File: src/verilog/ic_pkg.sv
// How it works
// - Protection bits pass from master to slave untouched.
// - Non-reordering AXI slaves see lock, ID and response unchanged for exclusives.
// - Avalon accesses answer OKAY only; the locked lock code never leaves.
// - AXI slave response codes, non-OKAY included, return to the master.
// - Responses return in command order.
// - Reordering AXI slave gets a constant zero ID.
// - Non-reordering AXI slave gets the master's ID.
// - Only one slave has outstanding work; other targets stall until responses return.
// - Strict-order option keeps reads behind pending writes.
// - Narrow transfers accepted; AXI write strobes carried through.
// - Byte lane zero is data bits 7 to 0.
// - Avalon commands are aligned to the Avalon word.
// - AXI slave receives address, length, size, burst and protection unchanged.
// - Downsized transfers toward the narrow slave are aligned.
// - Write byte enables follow transaction size.
// - Narrow read bursts become single reads with only needed byte enables.
// - Byte enables come from size; read start rounds down to word.
// - Only one APB select line is produced.
// - Bursts to APB become single non-burst transfers.
// - Wide beats are split into APB-width transfers.
// - APB error maps to SLVERR; without error signal answer OKAY.
package ic_pkg;
  typedef logic [1:0] resp_t;
  localparam resp_t      RESP_OKAY   = 2'h0;
  localparam resp_t      RESP_SLVERR = 2'h2;
  localparam resp_t      RESP_DECERR = 2'h3;
  localparam logic [1:0] BURST_FIXED = 2'h0;
  localparam logic [1:0] BURST_WRAP  = 2'h2;
  localparam int         SEL_MSB     = 31;
  localparam int         SEL_LSB     = 28;
  localparam logic [3:0] SEL_AXI     = 4'h0;
  localparam logic [3:0] SEL_AV      = 4'h1;
  localparam logic [3:0] SEL_APB     = 4'h2;
  localparam logic [3:0] BEAT_RESET  = 4'h0;
  typedef enum logic [1:0] {
    TGT_AXI  = 2'h0,
    TGT_AV   = 2'h1,
    TGT_APB  = 2'h2,
    TGT_NONE = 2'h3
  } tgt_t;
  typedef enum logic [10:0] {
    S_IDLE  = 11'h001,
    S_AXW   = 11'h002,
    S_AVW   = 11'h004,
    S_PBW   = 11'h008,
    S_ERRW  = 11'h010,
    S_AXR   = 11'h020,
    S_AVR   = 11'h040,
    S_PBR   = 11'h080,
    S_ERRR  = 11'h100,
    S_BRESP = 11'h200,
    S_DRAIN = 11'h400
  } st_t;
endpackage

File: src/verilog/axi_mm_interconnect_adapter.sv
`timescale 1ns/10ps
module axi_mm_interconnect_adapter #(
  parameter int AW            = 32,
  parameter int DW            = 32,
  parameter int IDW           = 4,
  parameter int PDW           = 16,
  parameter int REORDER_DEPTH = 0,
  parameter bit PSLVERR_USED  = 1'b1,
  parameter bit STRICT_ORDER  = 1'b0
) (
  // Clock, reset, enable
  input  wire logic            mclk,
  input  wire logic            arst_n,
  input  wire logic            ce,
  // Master write address
  input  wire logic [IDW-1:0]  m_aw_id,
  input  wire logic [AW-1:0]   m_aw_addr,
  input  wire logic [3:0]      m_aw_len,
  input  wire logic [2:0]      m_aw_size,
  input  wire logic [1:0]      m_aw_burst,
  input  wire logic [1:0]      m_aw_lock,
  input  wire logic [2:0]      m_aw_prot,
  input  wire logic            m_aw_valid,
  output logic                 m_aw_ready,
  // Master write data
  input  wire logic [DW-1:0]   m_w_data,
  input  wire logic [DW/8-1:0] m_w_strb,
  input  wire logic            m_w_last,
  input  wire logic            m_w_valid,
  output logic                 m_w_ready,
  // Master write response
  output logic [IDW-1:0]       m_b_id,
  output ic_pkg::resp_t        m_b_resp,
  output logic                 m_b_valid,
  input  wire logic            m_b_ready,
  // Master read address
  input  wire logic [IDW-1:0]  m_ar_id,
  input  wire logic [AW-1:0]   m_ar_addr,
  input  wire logic [3:0]      m_ar_len,
  input  wire logic [2:0]      m_ar_size,
  input  wire logic [1:0]      m_ar_burst,
  input  wire logic [1:0]      m_ar_lock,
  input  wire logic [2:0]      m_ar_prot,
  input  wire logic            m_ar_valid,
  output logic                 m_ar_ready,
  // Master read data
  output logic [IDW-1:0]       m_r_id,
  output logic [DW-1:0]        m_r_data,
  output ic_pkg::resp_t        m_r_resp,
  output logic                 m_r_last,
  output logic                 m_r_valid,
  input  wire logic            m_r_ready,
  // AXI slave command
  output logic [IDW-1:0]       s_ax_id,
  output logic [AW-1:0]        s_ax_addr,
  output logic [3:0]           s_ax_len,
  output logic [2:0]           s_ax_size,
  output logic [1:0]           s_ax_burst,
  output logic [1:0]           s_ax_lock,
  output logic [2:0]           s_ax_prot,
  output logic                 s_aw_valid,
  input  wire logic            s_aw_ready,
  output logic                 s_ar_valid,
  input  wire logic            s_ar_ready,
  // AXI slave data and responses
  output logic [DW-1:0]        s_w_data,
  output logic [DW/8-1:0]      s_w_strb,
  output logic                 s_w_last,
  output logic                 s_w_valid,
  input  wire logic            s_w_ready,
  input  wire ic_pkg::resp_t   s_b_resp,
  input  wire logic            s_b_valid,
  output logic                 s_b_ready,
  input  wire logic [DW-1:0]   s_r_data,
  input  wire ic_pkg::resp_t   s_r_resp,
  input  wire logic            s_r_last,
  input  wire logic            s_r_valid,
  output logic                 s_r_ready,
  // Avalon slave
  output logic [AW-1:0]        av_address,
  output logic                 av_read,
  output logic                 av_write,
  output logic [DW-1:0]        av_writedata,
  output logic [DW/8-1:0]      av_byteenable,
  input  wire logic            av_waitrequest,
  input  wire logic [DW-1:0]   av_readdata,
  input  wire logic            av_readdatavalid,
  // APB slave
  output logic [AW-1:0]        paddr,
  output logic                 psel,
  output logic                 penable,
  output logic                 pwrite,
  output logic [PDW-1:0]       pwdata,
  output logic [2:0]           pprot,
  input  wire logic [PDW-1:0]  prdata,
  input  wire logic            pready,
  input  wire logic            pslverr
);
  import ic_pkg::*;
  localparam int NB   = DW / 8;
  localparam int NBW  = $clog2(NB);
  localparam int PNBW = $clog2(PDW / 8);
  localparam int PW   = $clog2(DW / PDW);

  st_t              state;
  st_t              next_state;
  tgt_t             tgt;
  logic [IDW-1:0]   cmd_id;
  logic [AW-1:0]    cmd_addr;
  logic [3:0]       cmd_len;
  logic [2:0]       cmd_size;
  logic [1:0]       cmd_burst;
  logic [1:0]       cmd_lock;
  logic [2:0]       cmd_prot;
  logic [3:0]       beat;
  logic             sent;
  logic             wend;
  logic             last_wr;
  logic             wbuf_full;
  logic [DW-1:0]    wbuf_data;
  logic [NB-1:0]    wbuf_strb;
  logic             wbuf_last;
  logic             rbuf_full;
  logic [DW-1:0]    rbuf_data;
  resp_t            rbuf_resp;
  logic             rbuf_last;
  resp_t            bresp;
  logic             perr;
  logic             apb_en;
  logic [PW-1:0]    sub;
  logic [PW-1:0]    part;
  logic [DW-1:0]    rword;
  logic [NB-1:0]    lanes;
  logic [NBW-1:0]   lo;
  logic [NBW-1:0]   hi;

  function automatic tgt_t decode(input logic [AW-1:0] a);
    unique case (a[SEL_MSB:SEL_LSB])
      SEL_AXI: decode = TGT_AXI;
      SEL_AV:  decode = TGT_AV;
      SEL_APB: decode = TGT_APB;
      default: decode = TGT_NONE;
    endcase
  endfunction

  function automatic logic [AW-1:0] step(input logic [AW-1:0] a, input logic [2:0] sz,
                                          input logic [3:0] len, input logic [1:0] bt);
    logic [AW-1:0] inc;
    logic [AW-1:0] nxt;
    logic [AW-1:0] wm;
    inc = AW'(1) << sz;
    nxt = (a & ~(inc - AW'(1))) + inc;
    wm = ((AW'(len) + AW'(1)) << sz) - AW'(1);
    if (bt == BURST_FIXED) step = a;
    else if (bt == BURST_WRAP) step = (a & ~wm) | (nxt & wm);
    else step = nxt;
  endfunction

  lane_window #(.NB(NB), .NBW(NBW)) u_lanes (
    .off  (cmd_addr[NBW-1:0]),
    .size (cmd_size),
    .mask (lanes),
    .lo   (lo),
    .hi   (hi)
  );

  wire is_idle   = state == S_IDLE;
  wire aw_pref   = STRICT_ORDER || !last_wr;
  assign m_aw_ready = ce && is_idle && (aw_pref || !m_ar_valid);
  assign m_ar_ready = ce && is_idle && !(m_aw_valid && aw_pref);
  wire aw_take   = m_aw_valid && m_aw_ready;
  wire ar_take   = m_ar_valid && m_ar_ready;
  wire last_beat = beat == cmd_len;
  wire pdone     = psel && penable && pready;
  assign part    = lo[NBW-1:PNBW] + sub;
  wire pbeat     = pdone && part == hi[NBW-1:PNBW];
  wire rd_pb     = state == S_PBR && !rbuf_full;
  wire w_hs      = m_w_valid && m_w_ready;

  wire wpop = (state == S_AXW && s_w_valid && s_w_ready) || (state == S_AVW && av_write && !av_waitrequest)
              || (state == S_PBW && pbeat) || (state == S_ERRW && wbuf_full && ce);
  wire rpush = (state == S_AXR && s_r_valid && s_r_ready) || (state == S_AVR && av_readdatavalid && ce)
               || (state == S_PBR && pbeat) || (state == S_ERRR && !rbuf_full && ce);
  wire beat_adv = (wpop && state != S_AXW) || (rpush && state != S_AXR);

  always_comb begin
    next_state = state;
    unique case (state)
      S_IDLE: begin
        if (aw_take) begin
          unique case (decode(m_aw_addr))
            TGT_AXI: next_state = S_AXW;
            TGT_AV:  next_state = S_AVW;
            TGT_APB: next_state = S_PBW;
            default: next_state = S_ERRW;
          endcase
        end else if (ar_take) begin
          unique case (decode(m_ar_addr))
            TGT_AXI: next_state = S_AXR;
            TGT_AV:  next_state = S_AVR;
            TGT_APB: next_state = S_PBR;
            default: next_state = S_ERRR;
          endcase
        end
      end
      S_AXW:                if (s_b_valid && s_b_ready) next_state = S_BRESP;
      S_AVW, S_PBW, S_ERRW: if (wpop && wbuf_last) next_state = S_BRESP;
      S_AXR:                if (rpush && s_r_last) next_state = S_DRAIN;
      S_AVR, S_PBR, S_ERRR: if (rpush && last_beat) next_state = S_DRAIN;
      S_BRESP:              if (m_b_valid && m_b_ready) next_state = S_IDLE;
      S_DRAIN:              if (!rbuf_full || (m_r_valid && m_r_ready)) next_state = S_IDLE;
      default:              next_state = S_IDLE;
    endcase
  end

  always_ff @(posedge mclk or negedge arst_n) begin
    if (!arst_n) state <= S_IDLE;
    else if (ce) state <= next_state;
  end

  always_ff @(posedge mclk or negedge arst_n) begin
    if (!arst_n) begin
      tgt <= TGT_AXI;
      cmd_id <= '0;
      cmd_addr <= '0;
      cmd_len <= BEAT_RESET;
      cmd_size <= 3'h0;
      cmd_burst <= 2'h0;
      cmd_lock <= 2'h0;
      cmd_prot <= 3'h0;
    end else if (ce) begin
      if (aw_take) begin
        tgt <= decode(m_aw_addr);
        cmd_id <= m_aw_id;
        cmd_addr <= m_aw_addr;
        cmd_len <= m_aw_len;
        cmd_size <= m_aw_size;
        cmd_burst <= m_aw_burst;
        cmd_lock <= m_aw_lock;
        cmd_prot <= m_aw_prot;
      end else if (ar_take) begin
        tgt <= decode(m_ar_addr);
        cmd_id <= m_ar_id;
        cmd_addr <= m_ar_addr;
        cmd_len <= m_ar_len;
        cmd_size <= m_ar_size;
        cmd_burst <= m_ar_burst;
        cmd_lock <= m_ar_lock;
        cmd_prot <= m_ar_prot;
      end else if (beat_adv) begin
        cmd_addr <= step(cmd_addr, cmd_size, cmd_len, cmd_burst);
      end
    end
  end

  // Beat count, command issue and write-end flags
  always_ff @(posedge mclk or negedge arst_n) begin
    if (!arst_n) begin
      beat <= BEAT_RESET;
      sent <= 1'b0;
      wend <= 1'b0;
      last_wr <= 1'b0;
    end else if (ce) begin
      if (aw_take || ar_take) begin
        beat <= BEAT_RESET;
        sent <= 1'b0;
        wend <= 1'b0;
        last_wr <= aw_take;
      end else begin
        if (beat_adv) beat <= beat + 4'h1;
        if (w_hs && m_w_last) wend <= 1'b1;
        if ((s_aw_valid && s_aw_ready) || (s_ar_valid && s_ar_ready)) sent <= 1'b1;
        else if (av_read && !av_waitrequest) sent <= 1'b1;
        else if (state == S_AVR && av_readdatavalid) sent <= 1'b0;
      end
    end
  end

  // Single-beat write holding register
  assign m_w_ready = ce && !wbuf_full && !wend && (state == S_AXW || state == S_AVW
                     || state == S_PBW || state == S_ERRW);
  always_ff @(posedge mclk or negedge arst_n) begin
    if (!arst_n) begin
      wbuf_full <= 1'b0;
      wbuf_data <= '0;
      wbuf_strb <= '0;
      wbuf_last <= 1'b0;
    end else if (ce) begin
      if (wpop) wbuf_full <= 1'b0;
      if (w_hs) begin
        wbuf_full <= 1'b1;
        wbuf_data <= m_w_data;
        wbuf_strb <= m_w_strb;
        wbuf_last <= m_w_last;
      end
    end
  end

  // Single-beat read holding register
  always_ff @(posedge mclk or negedge arst_n) begin
    if (!arst_n) begin
      rbuf_full <= 1'b0;
      rbuf_data <= '0;
      rbuf_resp <= RESP_OKAY;
      rbuf_last <= 1'b0;
    end else if (ce) begin
      if (m_r_valid && m_r_ready) rbuf_full <= 1'b0;
      if (rpush) begin
        rbuf_full <= 1'b1;
        rbuf_last <= (state == S_AXR) ? s_r_last : last_beat;
        unique case (state)
          S_AXR: begin
            rbuf_data <= s_r_data;
            rbuf_resp <= s_r_resp;
          end
          S_AVR: begin
            rbuf_data <= av_readdata;
            rbuf_resp <= RESP_OKAY;
          end
          S_PBR: begin
            rbuf_data <= rword;
            rbuf_data[part*PDW +: PDW] <= prdata;
            rbuf_resp <= (PSLVERR_USED && (perr || pslverr)) ? RESP_SLVERR : RESP_OKAY;
          end
          default: begin
            rbuf_data <= '0;
            rbuf_resp <= RESP_DECERR;
          end
        endcase
      end
    end
  end

  always_ff @(posedge mclk or negedge arst_n) begin
    if (!arst_n) bresp <= RESP_OKAY;
    else if (ce) begin
      if (aw_take) bresp <= (decode(m_aw_addr) == TGT_NONE) ? RESP_DECERR : RESP_OKAY;
      else if (s_b_valid && s_b_ready) bresp <= s_b_resp;
      else if (state == S_PBW && pdone && pslverr && PSLVERR_USED) bresp <= RESP_SLVERR;
    end
  end

  // APB phase, sub-transfer index and read assembly
  always_ff @(posedge mclk or negedge arst_n) begin
    if (!arst_n) begin
      apb_en <= 1'b0;
      sub <= '0;
      perr <= 1'b0;
      rword <= '0;
    end else if (ce) begin
      if (pdone) apb_en <= 1'b0;
      else if (psel) apb_en <= 1'b1;
      if (pbeat) sub <= '0;
      else if (pdone) sub <= sub + PW'(1);
      if (pbeat) perr <= 1'b0;
      else if (pdone && pslverr) perr <= 1'b1;
      if (pdone && !pwrite) rword[part*PDW +: PDW] <= prdata;
    end
  end

  assign s_ax_id    = (REORDER_DEPTH > 0) ? '0 : cmd_id;
  assign s_ax_addr  = cmd_addr;
  assign s_ax_len   = cmd_len;
  assign s_ax_size  = cmd_size;
  assign s_ax_burst = cmd_burst;
  assign s_ax_lock  = {1'b0, cmd_lock[0]};
  assign s_ax_prot  = cmd_prot;
  assign s_aw_valid = ce && state == S_AXW && !sent;
  assign s_ar_valid = ce && state == S_AXR && !sent;
  assign s_w_data   = wbuf_data;
  assign s_w_strb   = wbuf_strb;
  assign s_w_last   = wbuf_last;
  assign s_w_valid  = ce && state == S_AXW && wbuf_full;
  assign s_b_ready  = ce && state == S_AXW && wend && !wbuf_full && sent;
  assign s_r_ready  = ce && state == S_AXR && sent && !rbuf_full;

  assign av_address   = {cmd_addr[AW-1:NBW], {NBW{1'b0}}};
  assign av_write     = ce && state == S_AVW && wbuf_full;
  assign av_read      = ce && state == S_AVR && !sent && !rbuf_full;
  assign av_writedata = wbuf_data;
  assign av_byteenable = (state == S_AVW) ? (lanes & wbuf_strb) : lanes;

  assign paddr   = {cmd_addr[AW-1:NBW], part, {PNBW{1'b0}}};
  assign psel    = ce && ((state == S_PBW && wbuf_full) || rd_pb || apb_en);
  assign penable = apb_en;
  assign pwrite  = state == S_PBW;
  assign pwdata  = wbuf_data[part*PDW +: PDW];
  assign pprot   = cmd_prot;

  assign m_b_id    = cmd_id;
  assign m_b_resp  = bresp;
  assign m_b_valid = ce && state == S_BRESP;
  assign m_r_id    = cmd_id;
  assign m_r_data  = rbuf_data;
  assign m_r_resp  = rbuf_resp;
  assign m_r_last  = rbuf_last;
  assign m_r_valid = ce && rbuf_full;
endmodule

File: src/verilog/lane_window.sv
`timescale 1ns/10ps
module lane_window #(
  parameter int NB  = 4,
  parameter int NBW = 2
) (
  // Beat position and size
  input  wire logic [NBW-1:0] off,
  input  wire logic [2:0]     size,
  // Size-aligned lane window
  output logic      [NB-1:0]  mask,
  output logic      [NBW-1:0] lo,
  output logic      [NBW-1:0] hi
);
  always_comb begin
    int nb;
    int base;
    nb = 1;
    base = 0;
    nb = (int'(size) >= NBW) ? NB : (1 << size);
    base = int'(off) & ~(nb - 1);
    lo = NBW'(base);
    hi = NBW'(base + nb - 1);
    for (int i = 0; i < NB; i++) begin
      mask[i] = (i >= base) && (i < base + nb);
    end
  end
endmodule

File: config.mk
export PLATFORM = sky130hd
export DESIGN_NAME = axi_mm_interconnect_adapter
export DESIGN_NICKNAME = d
export VERILOG_FILES = /design/src/verilog/ic_pkg.sv /design/src/verilog/axi_mm_interconnect_adapter.sv /design/src/verilog/lane_window.sv
export SDC_FILE = /design/constraint.sdc
export NUM_CORES = 1
export LEC_CHECK = 0
export BUFFER_PORTS_ARGS = -buffer_cell sky130_fd_sc_hd__buf_4
export CORE_AREA = 5 5 195 197
export DETAILED_ROUTE_END_ITERATION = 6
export DIE_AREA = 0 0 200 202
export SLEW_MARGIN = 20
export SYNTH_ARGS = -nofsm -noshare
export SYNTH_HDL_FRONTEND = slang
export SYNTH_SLANG_ARGS = --single-unit
File: constraint.sdc
create_clock -name mclk -period 6.7 [get_ports mclk]
set_input_delay 1.34 -clock mclk [delete_from_list [all_inputs] [get_ports mclk]]
set_output_delay 1.34 -clock mclk [all_outputs]
set_load 0.1 [all_outputs]
==> impl_metrics.toml <==
[run_status]
outcome = "finished with violations"
violations = "design-rule violations"

[min_path]
hold_path_class = "flip-flop to flip-flop"
min_path_cells = 2
worstHoldStart = "last_wr"
holdPathEnd = "last_wr"

[critical_path]
end_kind = "flip-flop"
start_kind = "flip-flop"
critical_path_buf_inv_count = 1
r2r-start = "s_ax_size[1]"
rr_worst_depth = 12
worstSetupPathType = "flip-flop to flip-flop"
worstPathCellList = "inv_1 -> nand2_1 -> nor2_1 -> ha_1 -> ha_1 -> xor2_1 -> nor2_1 -> a32o_1 -> o21a_2 -> o21ai_1 -> or4_1 -> o211a_1"
max_stage_delay_ps = 840
path_max_fanout = 24
crit_family = "compound AO/OA/AOI/OAI gates"
critPathArrivalTime_ps = 4970
cpMaxStageDelayCell = "dfrtp_1"
reg2reg_setup_slack_ps = 2080
required_ps = 7050

[placement]
placed_area_um2 = 15270
dp_hpwl_mm = 35.78
port_buffers = 498
place_congestion = 0.9379

[synthesis]
synthArstFlopShare_pct = 100.0
synth_compound_area_share_pct = 18.50
synth-adder-area-share_pct = 1.151
synth-simple-area-share_pct = 20.59
yosysWarnings = 0
ys_seq_area_share_pct = 37.26
synth_top_family_by_area = "simple AND/OR/NAND/NOR gates"
syn_avg_cell_area_um2 = 8.773
ys_seq_elements = 178
synth-xor-area-share_pct = 2.124
synth_flop_cell = "dfrtp_1"
syn-cell-area_um2 = 11960
ys_types = 93
synth_cells = 1363
synthMuxAreaShare_pct = 9.773
synth-edff-count = 0

[global_routing]
grtUsageTotal_pct = 21.77
grt_first_pass_wirelength_mm = 68.39
antenna_found_initial = 4
grt_pass1_vias = 11410
grt_max_degree = 83
overflow = 0

[flow_run]
max_cap_violations = 0

[finish]
stdcell_area_um2 = 15850
final_nets = 1958
fill_cells = 3615
drive_above_1_share_pct = 38.64
syn_to_final_growth_pct = 32.53

[die]
die_w_um = 200
core_um2 = 36080
die_height_um = 202
io_pins = 505
die-area_um2 = 40400
rows = 70
start_util_pct = 33.14

[clock_network]
cts_setup_buffers = 0
cts_resized = 0
insertion_delay_ps = 450
h-tree-depth = 4
clk_pin_slew_ps = 80
numCtsBuffers = 17
hold_buffers = 0
cts_root_buf = "clkbuf_16"
clockBufferDepth = 2
cts.sinks = 178
cts_tree = "done"

[drt]
drtIter0Drc = 1005
via_count = 11970
route.detailed.drc = 5
post_drt_wl_per_cell_um = 21.24
ant_nets = 0
vias_per_cell = 5.460
first_pass_iters = 7
routed_wl_mm = 46.56

[sta]
slew_violations = 0
rsz0062_at_grt = "no"
final.setup.tns_ps = 0
final.min_clock_period_ps = 4623
clock_skew_ps = 12.44
clock.fmax_ghz = 0.2163
hold_viol_final = 0
fin_crit_sh_pct = 69.01
worstMarginPinSlew_ps = 1116
setup_viol_count_final = 0
slew_headroom_pct = 25.61
[kinds of logic after synthesis]
family	Yosys count
muxes	104
buffers and inverters	216
and+or+nand+nor	507
DFF	178
other	1
xor gates and xnor gates	29
AOI/OAI and AO/OA	317
adders and majority gates	11
[placed cells by master, fill, tap and decap left out, drive strengths merged, types with 16 or more instances in the layout]
master / netlist / final
clkbuf: 49 / 18
nor3: 35 / 35
nor2b: 16 / 16
dfrtp: 177 / 177
nand2: 200 / 200
nand3: 32 / 32
nor2: 107 / 107
inv: 22 / 30
a222oi: 32 / 32
mux2: 87 / 87
xor2: 16 / 16
mux2i: 17 / 17
nor3b: 16 / 16
buf: 144 / 515
a21oi: 78 / 78
o21ai: 78 / 78
[synth_stat cells (17+ instances only)]
cell	instances	area share, %
buf_4	110	6.9
clkbuf_1	49	1.5
dfrtp_1	177	37
nand2_1	200	6.3
nand3_1	32	1.3
a21oi_1	77	3.2
a222oi_1	32	2.7
nor3_1	33	1.4
mux2i_1	17	1.4
mux2_2	82	7.7
buf_2	26	1.1
o21ai_0	69	2.9
inv_1	22	0.69
nor2_1	107	3.4
[how the worst max path moves through the flow]
stage / slack (ps) / end / cells past startpoint / from
finish: 2080 / flip-flop / 12 / s_ax_size[1]
global route: 1850 / flip-flop / 12 / s_ax_size[1]
CTS: 2120 / flip-flop / 12 / s_ax_size[1]
detailed placement: 2140 / flip-flop / 12 / s_ax_size[1]
global placement: 2230 / flip-flop / 12 / s_ax_size[1]
floorplan: 1000 / av_byteenable[1] / 9 / s_ax_size[0]
[per-stage QoR]
step                      setup slack [ps]  utilization [%]  instances  hold slack (ps)
after floorplan                      998.9                -       1366            460.2
after global placement                2235            42.32       2157            482.2
after detailed placement              2137            42.32       2157            489.9
after CTS                             2117            43.90       2189            509.6
after global routing                  1846            43.92       2192            522.7
final                                 2077            43.92       2192            505.8
[layout make-up]
cell class	instances	area, µm²	area share [%]
diodes	3	7.507	0.04737
clock buffers	17	425.4	2.684
clock inverters	15	142.6	0.9000
inverters	23	86.33	0.5448
multi-input cells	972	6265	39.53
flip-flops and latches	178	4456	28.11
well taps	468	585.6	3.695
repair buffers	516	3880	24.48
[worst reg2reg max path: stages (launching register included)]
cell and delay, ps:
dfrtp_1 840, inv_1 430, nand2_1 240, nor2_1 80
ha_1 320, ha_1 370, xor2_1 200, nor2_1 330
a32o_1 530, o21a_2 430, o21ai_1 150, or4_1 490
o211a_1 130
[routing by layer]
layer  GRT usage, %  wire length (µm)
met1          28.51             19290
met2          35.45             22300
met3          4.134              3541
met4          8.418              1425
met5              0                 7
Power is not shown: default switching activity piles up to over one toggle a cycle in this logic, so the estimate is an artifact.
